[src/shared/cspr_pkg.sv]
package cspr_pkg;

  localparam logic [7:0] OFS_CURRENT   = 8'h04;
  localparam logic [7:0] OFS_PRE_TERM  = 8'h05;
  localparam logic [7:0] OFS_VOLTAGE   = 8'h06;
  localparam logic [7:0] OFS_TERM_TMR  = 8'h07;

  localparam logic [7:0] RST_CURRENT   = 8'h20;
  localparam logic [7:0] RST_PRE_TERM  = 8'h13;
  localparam logic [7:0] RST_VOLTAGE   = 8'h5e;
  localparam logic [7:0] RST_TERM_TMR  = 8'h9d;

  localparam int         POS_PULSE_EN  = 7;
  localparam int         POS_FAST_THR  = 1;
  localparam int         POS_RECHG     = 0;
  localparam logic [6:0] CUR_CODE_MAX  = 7'h4f;
  localparam logic [5:0] VOLT_CODE_MAX = 6'h30;

  localparam logic [12:0] CUR_STEP_MA  = 13'h0040;
  localparam logic [10:0] LIM_OFS_MA   = 11'h040;
  localparam logic [10:0] LIM_STEP_MA  = 11'h040;
  localparam logic [12:0] VOLT_OFS_MV  = 13'h0f00;
  localparam logic [12:0] VOLT_STEP_MV = 13'h0010;
  localparam logic [11:0] THR_LOW_MV   = 12'haf0;
  localparam logic [11:0] THR_HIGH_MV  = 12'hbb8;
  localparam logic [7:0]  RECHG_LOW_MV = 8'h64;
  localparam logic [7:0]  RECHG_HIGH_MV = 8'hc8;

  localparam logic [3:0] BYTE_BITS     = 4'h8;

  typedef enum logic [3:0] {
    ST_IDLE      = 4'h0,
    ST_ADDR      = 4'h1,
    ST_ADDR_ACK  = 4'h3,
    ST_PTR       = 4'h2,
    ST_PTR_ACK   = 4'h6,
    ST_WDATA     = 4'h7,
    ST_WDATA_ACK = 4'h5,
    ST_RDATA     = 4'h4,
    ST_HOST_ACK  = 4'hc
  } cspr_state_t;

endpackage

[src/shared/cspr_cfg_if.sv]
`timescale 1ns/10ps
interface cspr_cfg_if;
  logic       pulse_control_enable;
  logic [6:0] charge_current_limit;
  logic [3:0] precharge_current_limit;
  logic [3:0] termination_current_limit;
  logic [5:0] charge_voltage_limit;
  logic       fast_charge_threshold_select;
  logic       recharge_offset_select;

  modport regs (
    output pulse_control_enable,
    output charge_current_limit,
    output precharge_current_limit,
    output termination_current_limit,
    output charge_voltage_limit,
    output fast_charge_threshold_select,
    output recharge_offset_select
  );

  modport user (
    input pulse_control_enable,
    input charge_current_limit,
    input precharge_current_limit,
    input termination_current_limit,
    input charge_voltage_limit,
    input fast_charge_threshold_select,
    input recharge_offset_select
  );
endinterface

[src/hw/cspr_pulse_request.sv]
`timescale 1ns/10ps
module cspr_pulse_request (
  input  wire logic ref_clk,
  input  wire logic rstn,
  input  wire logic defaults_load,
  cspr_cfg_if.user  cfg,
  input  wire logic pulse_up_write,
  input  wire logic pulse_down_write,
  input  wire logic pulse_sequence_done,
  output logic      pulse_up_request,
  output logic      pulse_down_request
);

  logic set_up;
  logic set_down;

  assign set_up   = pulse_up_write && cfg.pulse_control_enable;
  assign set_down = pulse_down_write && cfg.pulse_control_enable;

  // A new request in the completion cycle survives, so it is not lost.
  always_ff @(posedge ref_clk) begin
    if (!rstn || defaults_load) begin
      pulse_up_request   <= 1'b0;
      pulse_down_request <= 1'b0;
    end else begin
      if (set_up) begin
        pulse_up_request <= 1'b1;
      end else if (pulse_sequence_done) begin
        pulse_up_request <= 1'b0;
      end
      if (set_down) begin
        pulse_down_request <= 1'b1;
      end else if (pulse_sequence_done) begin
        pulse_down_request <= 1'b0;
      end
    end
  end

endmodule

[src/hw/cspr_setpoint_decode.sv]
`timescale 1ns/10ps
module cspr_setpoint_decode (
  input  wire logic        ref_clk,
  input  wire logic        rstn,
  cspr_cfg_if.user         cfg,
  output logic             charge_disable,
  output logic [12:0]      charge_current_ma,
  output logic [10:0]      precharge_current_ma,
  output logic [10:0]      termination_current_ma,
  output logic [12:0]      charge_voltage_mv,
  output logic [11:0]      fast_charge_threshold_mv,
  output logic [7:0]       recharge_offset_mv
);

  function automatic logic [10:0] offset_current(input logic [3:0] code);
    offset_current = cspr_pkg::LIM_OFS_MA
                   + 11'(code) * cspr_pkg::LIM_STEP_MA;
  endfunction

  // Registered so the analog side sees one settled code per cycle.
  always_ff @(posedge ref_clk) begin
    if (!rstn) begin
      charge_disable           <= 1'b0;
      charge_current_ma        <= 13'h0000;
      precharge_current_ma     <= 11'h000;
      termination_current_ma   <= 11'h000;
      charge_voltage_mv        <= 13'h0000;
      fast_charge_threshold_mv <= 12'h000;
      recharge_offset_mv       <= 8'h00;
    end else begin
      charge_disable <= (cfg.charge_current_limit == 7'h00);
      charge_current_ma <= 13'(cfg.charge_current_limit)
                         * cspr_pkg::CUR_STEP_MA;
      precharge_current_ma <= offset_current(cfg.precharge_current_limit);
      termination_current_ma <=
        offset_current(cfg.termination_current_limit);
      charge_voltage_mv <= cspr_pkg::VOLT_OFS_MV
                         + 13'(cfg.charge_voltage_limit)
                         * cspr_pkg::VOLT_STEP_MV;
      fast_charge_threshold_mv <= cfg.fast_charge_threshold_select ?
        cspr_pkg::THR_HIGH_MV : cspr_pkg::THR_LOW_MV;
      recharge_offset_mv <= cfg.recharge_offset_select ?
        cspr_pkg::RECHG_HIGH_MV : cspr_pkg::RECHG_LOW_MV;
    end
  end

endmodule

[src/hw/cspr_top.sv]
`timescale 1ns/10ps
module cspr_top #(
  parameter logic [6:0] DEV_ADDR = 7'h5a
) (
  input  wire logic        ref_clk,
  input  wire logic        rstn,
  input  wire logic        scl,
  input  wire logic        sda_in,
  output logic             sda_out,
  output logic             sda_oe,
  input  wire logic        sw_reset_req,
  input  wire logic        wd_expire,
  input  wire logic        pulse_up_write,
  input  wire logic        pulse_down_write,
  input  wire logic        pulse_sequence_done,
  output logic             pulse_control_enable,
  output logic [6:0]       charge_current_limit,
  output logic [3:0]       precharge_current_limit,
  output logic [3:0]       termination_current_limit,
  output logic [5:0]       charge_voltage_limit,
  output logic             fast_charge_threshold_select,
  output logic             recharge_offset_select,
  output logic [7:0]       termination_timer_control,
  output logic             pulse_up_request,
  output logic             pulse_down_request,
  output logic             charge_disable,
  output logic [12:0]      charge_current_ma,
  output logic [10:0]      precharge_current_ma,
  output logic [10:0]      termination_current_ma,
  output logic [12:0]      charge_voltage_mv,
  output logic [11:0]      fast_charge_threshold_mv,
  output logic [7:0]       recharge_offset_mv
);

  cspr_cfg_if cfg ();

  cspr_pkg::cspr_state_t state;
  logic [7:0]  charge_current_control;
  logic [7:0]  precharge_termination_current;
  logic [7:0]  charge_voltage_control;
  logic [7:0]  termination_timer_reg;
  logic        scl_q;
  logic        sda_q;
  logic        scl_rise;
  logic        scl_fall;
  logic        bus_start;
  logic        bus_stop;
  logic [3:0]  bit_cnt;
  logic [7:0]  shift;
  logic [7:0]  ptr;
  logic        read_mode;
  logic        wr_en;
  logic [7:0]  rdata;
  logic        defaults_load;

  assign defaults_load = sw_reset_req || wd_expire;

  function automatic logic [7:0] clamp_current(input logic [7:0] d);
    logic [7:0] v;
    v = d;
    if (d[6:0] > cspr_pkg::CUR_CODE_MAX) begin
      v[6:0] = cspr_pkg::CUR_CODE_MAX;
    end
    clamp_current = v;
  endfunction

  function automatic logic [7:0] clamp_voltage(input logic [7:0] d);
    logic [7:0] v;
    v = d;
    if (d[7:2] > cspr_pkg::VOLT_CODE_MAX) begin
      v[7:2] = cspr_pkg::VOLT_CODE_MAX;
    end
    clamp_voltage = v;
  endfunction

  always_comb begin
    case (ptr)
      cspr_pkg::OFS_CURRENT:  rdata = charge_current_control;
      cspr_pkg::OFS_PRE_TERM: rdata = precharge_termination_current;
      cspr_pkg::OFS_VOLTAGE:  rdata = charge_voltage_control;
      cspr_pkg::OFS_TERM_TMR: rdata = termination_timer_reg;
      default:                rdata = 8'h00;
    endcase
  end

  // Pins are synchronous to ref_clk, so one stage of history suffices.
  always_ff @(posedge ref_clk) begin
    if (!rstn) begin
      scl_q <= 1'b1;
      sda_q <= 1'b1;
    end else begin
      scl_q <= scl;
      sda_q <= sda_in;
    end
  end

  assign scl_rise  = scl && !scl_q;
  assign scl_fall  = !scl && scl_q;
  assign bus_start = scl && scl_q && sda_q && !sda_in;
  assign bus_stop  = scl && scl_q && !sda_q && sda_in;
  assign sda_out   = 1'b0;

  // Open-drain: a zero is driven by raising sda_oe, a one by release.
  always_ff @(posedge ref_clk) begin
    if (!rstn) begin
      state     <= cspr_pkg::ST_IDLE;
      bit_cnt   <= 4'h0;
      shift     <= 8'h00;
      ptr       <= 8'h00;
      read_mode <= 1'b0;
      sda_oe    <= 1'b0;
      wr_en     <= 1'b0;
    end else begin
      wr_en <= 1'b0;
      if (bus_start) begin
        state   <= cspr_pkg::ST_ADDR;
        bit_cnt <= 4'h0;
        sda_oe  <= 1'b0;
      end else if (bus_stop) begin
        state   <= cspr_pkg::ST_IDLE;
        sda_oe  <= 1'b0;
      end else begin
        case (state)
          cspr_pkg::ST_ADDR,
          cspr_pkg::ST_PTR,
          cspr_pkg::ST_WDATA: begin
            if (scl_rise && bit_cnt != cspr_pkg::BYTE_BITS) begin
              shift   <= {shift[6:0], sda_in};
              bit_cnt <= bit_cnt + 4'h1;
            end else if (scl_fall && bit_cnt == cspr_pkg::BYTE_BITS) begin
              bit_cnt <= 4'h0;
              sda_oe  <= 1'b1;
              if (state == cspr_pkg::ST_ADDR) begin
                if (shift[7:1] == DEV_ADDR) begin
                  read_mode <= shift[0];
                  state     <= cspr_pkg::ST_ADDR_ACK;
                end else begin
                  sda_oe <= 1'b0;
                  state  <= cspr_pkg::ST_IDLE;
                end
              end else if (state == cspr_pkg::ST_PTR) begin
                ptr   <= shift;
                state <= cspr_pkg::ST_PTR_ACK;
              end else begin
                wr_en <= 1'b1;
                state <= cspr_pkg::ST_WDATA_ACK;
              end
            end
          end
          cspr_pkg::ST_ADDR_ACK: begin
            if (scl_fall) begin
              if (read_mode) begin
                shift   <= rdata;
                sda_oe  <= !rdata[7];
                bit_cnt <= 4'h1;
                ptr     <= ptr + 8'h01;
                state   <= cspr_pkg::ST_RDATA;
              end else begin
                sda_oe <= 1'b0;
                state  <= cspr_pkg::ST_PTR;
              end
            end
          end
          cspr_pkg::ST_PTR_ACK: begin
            if (scl_fall) begin
              sda_oe <= 1'b0;
              state  <= cspr_pkg::ST_WDATA;
            end
          end
          cspr_pkg::ST_WDATA_ACK: begin
            if (scl_fall) begin
              sda_oe <= 1'b0;
              ptr    <= ptr + 8'h01;
              state  <= cspr_pkg::ST_WDATA;
            end
          end
          cspr_pkg::ST_RDATA: begin
            if (scl_fall) begin
              if (bit_cnt == cspr_pkg::BYTE_BITS) begin
                sda_oe  <= 1'b0;
                bit_cnt <= 4'h0;
                state   <= cspr_pkg::ST_HOST_ACK;
              end else begin
                sda_oe  <= !shift[6];
                shift   <= {shift[6:0], 1'b0};
                bit_cnt <= bit_cnt + 4'h1;
              end
            end
          end
          cspr_pkg::ST_HOST_ACK: begin
            // A not-acknowledge ends the read; the host then sends stop.
            if (scl_rise && sda_in) begin
              state <= cspr_pkg::ST_IDLE;
            end else if (scl_fall) begin
              shift   <= rdata;
              sda_oe  <= !rdata[7];
              bit_cnt <= 4'h1;
              ptr     <= ptr + 8'h01;
              state   <= cspr_pkg::ST_RDATA;
            end
          end
          default: begin
            sda_oe <= 1'b0;
            state  <= cspr_pkg::ST_IDLE;
          end
        endcase
      end
    end
  end

  // A default load outranks a write landing in the same cycle.
  always_ff @(posedge ref_clk) begin
    if (!rstn || defaults_load) begin
      charge_current_control        <= cspr_pkg::RST_CURRENT;
      precharge_termination_current <= cspr_pkg::RST_PRE_TERM;
      charge_voltage_control        <= cspr_pkg::RST_VOLTAGE;
      termination_timer_reg         <= cspr_pkg::RST_TERM_TMR;
    end else if (wr_en) begin
      case (ptr)
        cspr_pkg::OFS_CURRENT:
          charge_current_control <= clamp_current(shift);
        cspr_pkg::OFS_PRE_TERM:
          precharge_termination_current <= shift;
        cspr_pkg::OFS_VOLTAGE:
          charge_voltage_control <= clamp_voltage(shift);
        cspr_pkg::OFS_TERM_TMR:
          termination_timer_reg <= shift;
        default: begin
        end
      endcase
    end
  end

  assign cfg.pulse_control_enable =
    charge_current_control[cspr_pkg::POS_PULSE_EN];
  assign cfg.charge_current_limit = charge_current_control[6:0];
  assign cfg.precharge_current_limit = precharge_termination_current[7:4];
  assign cfg.termination_current_limit =
    precharge_termination_current[3:0];
  assign cfg.charge_voltage_limit = charge_voltage_control[7:2];
  assign cfg.fast_charge_threshold_select =
    charge_voltage_control[cspr_pkg::POS_FAST_THR];
  assign cfg.recharge_offset_select =
    charge_voltage_control[cspr_pkg::POS_RECHG];

  assign pulse_control_enable         = cfg.pulse_control_enable;
  assign charge_current_limit         = cfg.charge_current_limit;
  assign precharge_current_limit      = cfg.precharge_current_limit;
  assign termination_current_limit    = cfg.termination_current_limit;
  assign charge_voltage_limit         = cfg.charge_voltage_limit;
  assign fast_charge_threshold_select = cfg.fast_charge_threshold_select;
  assign recharge_offset_select       = cfg.recharge_offset_select;
  assign termination_timer_control    = termination_timer_reg;

  cspr_setpoint_decode u_decode (
    .ref_clk                  (ref_clk),
    .rstn                     (rstn),
    .cfg                      (cfg),
    .charge_disable           (charge_disable),
    .charge_current_ma        (charge_current_ma),
    .precharge_current_ma     (precharge_current_ma),
    .termination_current_ma   (termination_current_ma),
    .charge_voltage_mv        (charge_voltage_mv),
    .fast_charge_threshold_mv (fast_charge_threshold_mv),
    .recharge_offset_mv       (recharge_offset_mv)
  );

  cspr_pulse_request u_pulse (
    .ref_clk             (ref_clk),
    .rstn                (rstn),
    .defaults_load       (defaults_load),
    .cfg                 (cfg),
    .pulse_up_write      (pulse_up_write),
    .pulse_down_write    (pulse_down_write),
    .pulse_sequence_done (pulse_sequence_done),
    .pulse_up_request    (pulse_up_request),
    .pulse_down_request  (pulse_down_request)
  );

endmodule

[config.mk]
export PLATFORM = sky130hd
export DESIGN_NAME = cspr_top
export DESIGN_NICKNAME = d
export VERILOG_FILES = /design/src/shared/cspr_pkg.sv /design/src/shared/cspr_cfg_if.sv /design/src/hw/cspr_pulse_request.sv /design/src/hw/cspr_setpoint_decode.sv /design/src/hw/cspr_top.sv
export SDC_FILE = /design/constraint.sdc
export NUM_CORES = 1
export LEC_CHECK = 0
export ABC_AREA = 1
export ABC_CLOCK_PERIOD_IN_PS = 1800
export BUFFER_PORTS_ARGS = -buffer_cell sky130_fd_sc_hd__buf_2
export CORE_MARGIN = 2
export CORE_UTILIZATION = 25
export DETAILED_ROUTE_END_ITERATION = 16
export GPL_TIMING_DRIVEN = 0
export SETUP_SLACK_MARGIN = 0.15
export SKIP_CTS_REPAIR_TIMING = 1
export SYNTH_ARGS = -nofsm -noshare
export SYNTH_HDL_FRONTEND = slang
export SYNTH_HIERARCHICAL = 1
export SYNTH_SLANG_ARGS = --single-unit
[constraint.sdc]
create_clock -name ref_clk -period 1.8 [get_ports ref_clk]
set_input_delay 0.36 -clock ref_clk [delete_from_list [all_inputs] [get_ports ref_clk]]
set_output_delay 0.36 -clock ref_clk [all_outputs]
set_load 0.02 [all_outputs]
# ---- Word-level counts from Yosys, hierarchy flattened
# Index checks and enable logic that the tools add are counted.
dict set report totals {
  out_inout_bits 105
  in_bits 9
  word_cells 178
  reg_bits 132
}
dict set report op_classes {
  n_bitwise 6
  order_cmp 2
  addsub 5
  n_reduce_logical 42
  n_eq_ne 37
  mux 62
}
# operator n
set ops {}
lappend ops {{two-way mux 8 bit} 16}
lappend ops {{case mux 8 bit (4 select lines)} 3}
lappend ops {{two-way mux 4 bit} 17}
lappend ops {{equality test 8 x 3 -> 1 bit (second input constant)} 4}
lappend ops {{AND reduction 7 bit} 4}
lappend ops {{!= test 2 bit (second input constant)} 12}
lappend ops {{!= test 4 bit (second input constant)} 6}
lappend ops {{adder 7 x 10 -> 11 bit (first input constant)} 2}
lappend ops {{case mux 4 bit (5 select lines)} 1}
lappend ops {{AND reduction 10 bit} 2}
lappend ops {{two-way mux 1 bit} 17}
lappend ops {{equality test 4 x 3 -> 1 bit (second input constant)} 4}
lappend ops {{case mux 4 bit (4 select lines)} 1}
lappend ops {{adder 12 x 10 -> 13 bit (first input constant)} 1}
lappend ops {{logical AND 1 bit} 12}
lappend ops {{two-way mux 9 bit} 1}
lappend ops {{adder 8 x 1 -> 8 bit (second input constant)} 1}
lappend ops {{equality test 4 x 2 -> 1 bit (second input constant)} 2}
lappend ops {{equality test 4 bit (second input constant)} 2}
lappend ops {{AND reduction 2 bit} 4}
lappend ops {{AND reduction 8 bit} 1}
lappend ops {{nonzero test 4 bit} 2}
lappend ops {{equality test 7 bit (second input constant)} 1}
lappend ops {{> comparator 7 bit (second input constant)} 1}
lappend ops {{other kinds (20)} 37}

# ---- Depth between registers and ports, before layout
dict set report depth {
  word_depth 8
  ltp_mapped 12
  depth_no_buf 12
}

# ---- By module
# Netlist, hierarchy kept.
# module instances area_each_um2 cells_per_inst seq_area_each_um2
set by_module_without_submodules {}
lappend by_module_without_submodules {cspr_top 1 3529.6 546 1221.2}
lappend by_module_without_submodules {cspr_setpoint_decode 1 1267.5 147 620.6}
lappend by_module_without_submodules {cspr_pulse_request 1 76.3 11 40.0}

# ---- Least setup slack after synthesis
# Ideal clock, no wire load.
dict set report synth_timing {
  kind {reg2reg}
  start {reg bit_cnt[0]}
  end {reg ptr[1]}
  period_less_slack_ps 1566
  n_path_buf 0
  path_stages_with_launch 12
  required_ps 1687
  arrival_ps 1453
  setup_ps 113
  slack_ps 234
  path_cell_list {dfxtp_1 -> inv_1 -> ha_1 -> nand3_1 -> inv_1 -> nand2_1 -> nand2_1 -> nand3_2 -> nor2_4 -> nand2_1 -> nand2_1 -> nor2_1}
}
dict set report synth_via {
  elab_chain_len 4
  word_cells_on_any_way 7
  classes_between {eq/ne (4); reduce/logical (3)}
}
# element line
set synth_rtl {}
lappend synth_rtl {{from (decl)} cspr_top.sv:48} ;# logic [3:0] bit_cnt;
lappend synth_rtl {{from (signal assigned)} cspr_top.sv:129} ;# bit_cnt <= bit_cnt + 4'h1;
lappend synth_rtl {{from (signal assigned)} cspr_top.sv:186} ;# bit_cnt <= bit_cnt + 4'h1;
lappend synth_rtl {{equality test 4 bit or != test 4 bit (tied branches)} {cspr_top.sv:130, cspr_top.sv:127}}
lappend synth_rtl {{logical AND 1 bit (on tied branches)} {cspr_top.sv:130, cspr_top.sv:127}}
lappend synth_rtl {{!= test 2 bit (no source line)} --}
lappend synth_rtl {{AND reduction 10 bit (no source line) *} --}
lappend synth_rtl {{to (signal assigned)} cspr_top.sv:142} ;# ptr <= shift;
lappend synth_rtl {{to (signal assigned)} cspr_top.sv:156} ;# ptr <= ptr + 8'h01;
lappend synth_rtl {{to (signal assigned)} cspr_top.sv:173} ;# ptr <= ptr + 8'h01;
lappend synth_rtl {{to (decl)} cspr_top.sv:50} ;# logic [7:0] ptr;
# Every way passes the cells marked *; elsewhere a longest branch is shown, timed or not.
# A chain may end at the register's enable or synchronous reset.

# ---- Final worst setup path
dict set report layout_timing {
  start {reg ptr[0]}
  end {reg charge_voltage_control[5]}
}
dict set report layout_via {
  elab_chain_len 2
}
# element line
set layout_rtl {}
lappend layout_rtl {{equality test 8 x 3 -> 1 bit} cspr_top.sv:219} ;# case (ptr)
lappend layout_rtl {{AND reduction 2 bit (no source line)} --}
lappend layout_rtl {{to (signal assigned)} cspr_top.sv:216} ;# charge_voltage_control <= cspr_pkg::RST_VOLTAGE;
lappend layout_rtl {{to (signal assigned)} cspr_top.sv:225} ;# charge_voltage_control <= clamp_voltage(shift);
lappend layout_rtl {{to (decl)} cspr_top.sv:40} ;# logic [7:0] charge_voltage_control;
# No other way between the ends.

==> flow_summary.yaml <==
status:
  outcome: "finished, final reports clean"
setup_path:
  cp-start-kind: "flop"
  arrival_ns: 1.87
  required_ns: 2.08
  critPathCaptureType: "flop"
  critPathMaxFanout: 10
  ff2ff_setup_slack_ns: 0.21
  path_class: "reg2reg"
timing:
  rsz0062_at_grt: "true"
  max_freq_mhz: 629.6
  fin_crit_sh: 0.8824
  holdWs_ns: 0.1904
  setup_viol: 0
  min_period_ns: 1.588
  slew_headroom: 0.6561
  final_max_slew_viol_count: 0
  clock_skew_ns: 0.006254
  setup_tns_ns: 0
  hold_viol_final: 0
  tightestPinTransition_ns: 0.5158
synth:
  synth_edf_count: 0
  synth_most_common_cell: "nand2_1"
  yosysTopAreaCellShare: 0.3861
  synth-seq-cells: 94
  ys_top_cells_by_area: "dfxtp_1 39%, nand2_1 16%, nor2_1 7.0%, buf_4 6.2%, inv_1 5.3%"
  synth_seq_area_share: 0.3861
  synth_common_cells: "213 x nand2_1, 94 x dfxtp_1, 91 x nor2_1"
  ys.flop_type: "dfxtp_1"
  syn_area_um2: 4873
  async_flop_share: 0
  yosysWarnings: 6
  yosysTopAreaCell: "dfxtp_1"
  synthCells: 704
  syn_avg_cell_area_um2: 6.922
  synth_cell_types: 34
clocking:
  cts_sinks: 94
  clockRootBuffer: "clkbuf_16"
  cts-buffers-inserted: 9
  clk_path_buf_depth: 2
  htree_levels: 3
  cts_tree: "done"
  cts.clk_slew.worst_paths_ns: 0.07
  clock_latency_ns: 0.35
place:
  numPortBuffers: 83
  post-dp-hpwl_um: 9928
  place.gp.congestion: 0.9145
routing:
  first_iter_violations: 368
  final_antenna_net_count: 0
  drc: 0
  post_drt_wl_per_cell_um: 11.93
  avgViaCountPerCell: 4.205
  routed_wl_um: 13350
  vias: 4705
  drt-pass1-iter-count: 4
global_routing:
  track_usage: 0.1266
  antenna_found_initial: 0
  grt_pass1_vias: 4082
  grt_pass1_wl_um: 20570
  grt_max_degree: 18
  globalRoute.totalOverflow: 0
die:
  die_w_um: 143.6
  rows: 51
  start_util: 0.2529
  core_um2: 19270
  ios: 114
  die_y_um: 143.6
  die_area_um2: 20630
cells_and_area:
  fillCellCount: 2109
  diodes: 0
  area_growth_pct: 32.53
  drive_gt1_frac: 0.3068
  final_nets: 867
job:
  maxCapViolCount: 0
min_path:
  hp-class: "in2reg"
power_and_ir_drop:
  peakVddDrop_mv: 0.5350
  total_power_mw: 7.351
  power_density_nw_per_um2: 1138
  p_leak_nw: 3.291
## per-stage QoR
stage | util | cell area (um2) | instances | worst slack [ns]
floorplan | - | 4979 | 732 | 0.2344
global placement | 0.2971 | 5725 | 1080 | -0.2926
CTS | 0.3122 | 6016 | 1096 | -0.1159
global route | 0.3352 | 6459 | 1119 | 0.1150
detailed placement | 0.2971 | 5725 | 1080 | -0.2874
finish | 0.3352 | 6459 | 1119 | 0.2116
## cell type report
type / instances / area [um2] / share of cell area
Sequential cell: 94 / 1906 / 0.2950
Clock buffer: 10 / 239.0 / 0.03700
Timing Repair Buffer: 104 / 585.6 / 0.09066
Buffer: 51 / 382.9 / 0.05928
Timing Repair inverter: 2 / 15.01 / 0.002325
Multi-Input combinational cell: 510 / 2634 / 0.4078
Inverter: 77 / 314.1 / 0.04862
Clock inverter: 6 / 51.30 / 0.007943
Tap cell: 265 / 331.6 / 0.05134
## worst paths after layout
kind	start	to	cells past startpoint
worst max-delay path	ptr[0]$_SDFFE_PN0P_	charge_voltage_control[5]$_SDFFE_PP0P_	8
worst min-delay path	rstn	u_decode/recharge_offset_mv[6]$_SDFF_PN0_	1
worst min register to register	u_pulse/pulse_up_request$_SDFFE_PP0P_	u_pulse/pulse_up_request$_SDFFE_PP0P_	2
worst max register to register	ptr[0]$_SDFFE_PN0P_	charge_voltage_control[5]$_SDFFE_PP0P_	8
## placed cells by master, fill, tap and decap left out, types with 6 or more instances in the layout
cell	Yosys	routed
nor3_1	11	11
buf_2	3	84
o211ai_1	10	10
conb_1	2	30
ha_1	9	6
inv_2	5	8
inv_4	1	7
nor2_1	91	82
buf_4	40	62
clkbuf_16	0	9
nand2_2	5	15
clkinvlp_4	0	7
nand3_1	28	22
nand2_4	3	8
nor2_4	7	14
nand2_1	213	198
inv_1	69	60
nor2_2	4	6
dfxtp_1	94	85
o21ai_0	32	29
nand4_1	16	16
a21oi_1	30	29
## report_power, final
part           switching (mW)  total, mW  internal [mW]
combinational            1.84       2.96           1.13
clock                   0.862       1.86          0.994
sequential              0.243       2.53           2.29
## layer usage
| layer | vias up | GRT usage | wire [um] | part of all wire |
|---|---|---|---|---|
| li1 | 2445 | - | - | - |
| met1 | 2090 | 0.1615 | 6048 | 0.45 |
| met2 | 147 | 0.2065 | 6079 | 0.46 |
| met3 | 23 | 0.03732 | 978 | 0.073 |
| met4 | 0 | 0.03818 | 246 | 0.018 |
| met5 | - | 0 | 0 | 0 |
## flip-flops by register name, summed over array words and instances, names as in the netlist, 7 cells and up
name / flops
precharge_termination_current: 8
u_decode/charge_voltage_mv: 8
ptr: 8
charge_current_control: 8
u_decode/charge_current_ma: 7
charge_voltage_control: 8
termination_timer_control: 8
shift: 8
## cell families (layout without fill, tap and decap cells)
| family | Yosys count | in the layout | share of synthesized area |
|---|---|---|---|
| and+or+nand+nor | 386 | 386 | 0.3507 |
| buffers and inverters | 128 | 250 | 0.1368 |
| DFF | 94 | 94 | 0.3861 |
| AOI/OAI and AO/OA | 79 | 79 | 0.09088 |
| adders and majority gates | 9 | 9 | 0.02311 |
| xor gates and xnor gates | 6 | 6 | 0.01078 |
| other | 2 | 30 | 0.001541 |
## worst max-delay path, stage by stage (launching register included)
cell and delay (ns):
dfxtp_4 0.39, inv_4 0.07, ha_1 0.14, nand3_1 0.11, nor2_4 0.18, nand2_2 0.19, a21oi_2 0.26, nand2_1 0.08
a21oi_1 0.11
Power figures use the tool's default switching activity.
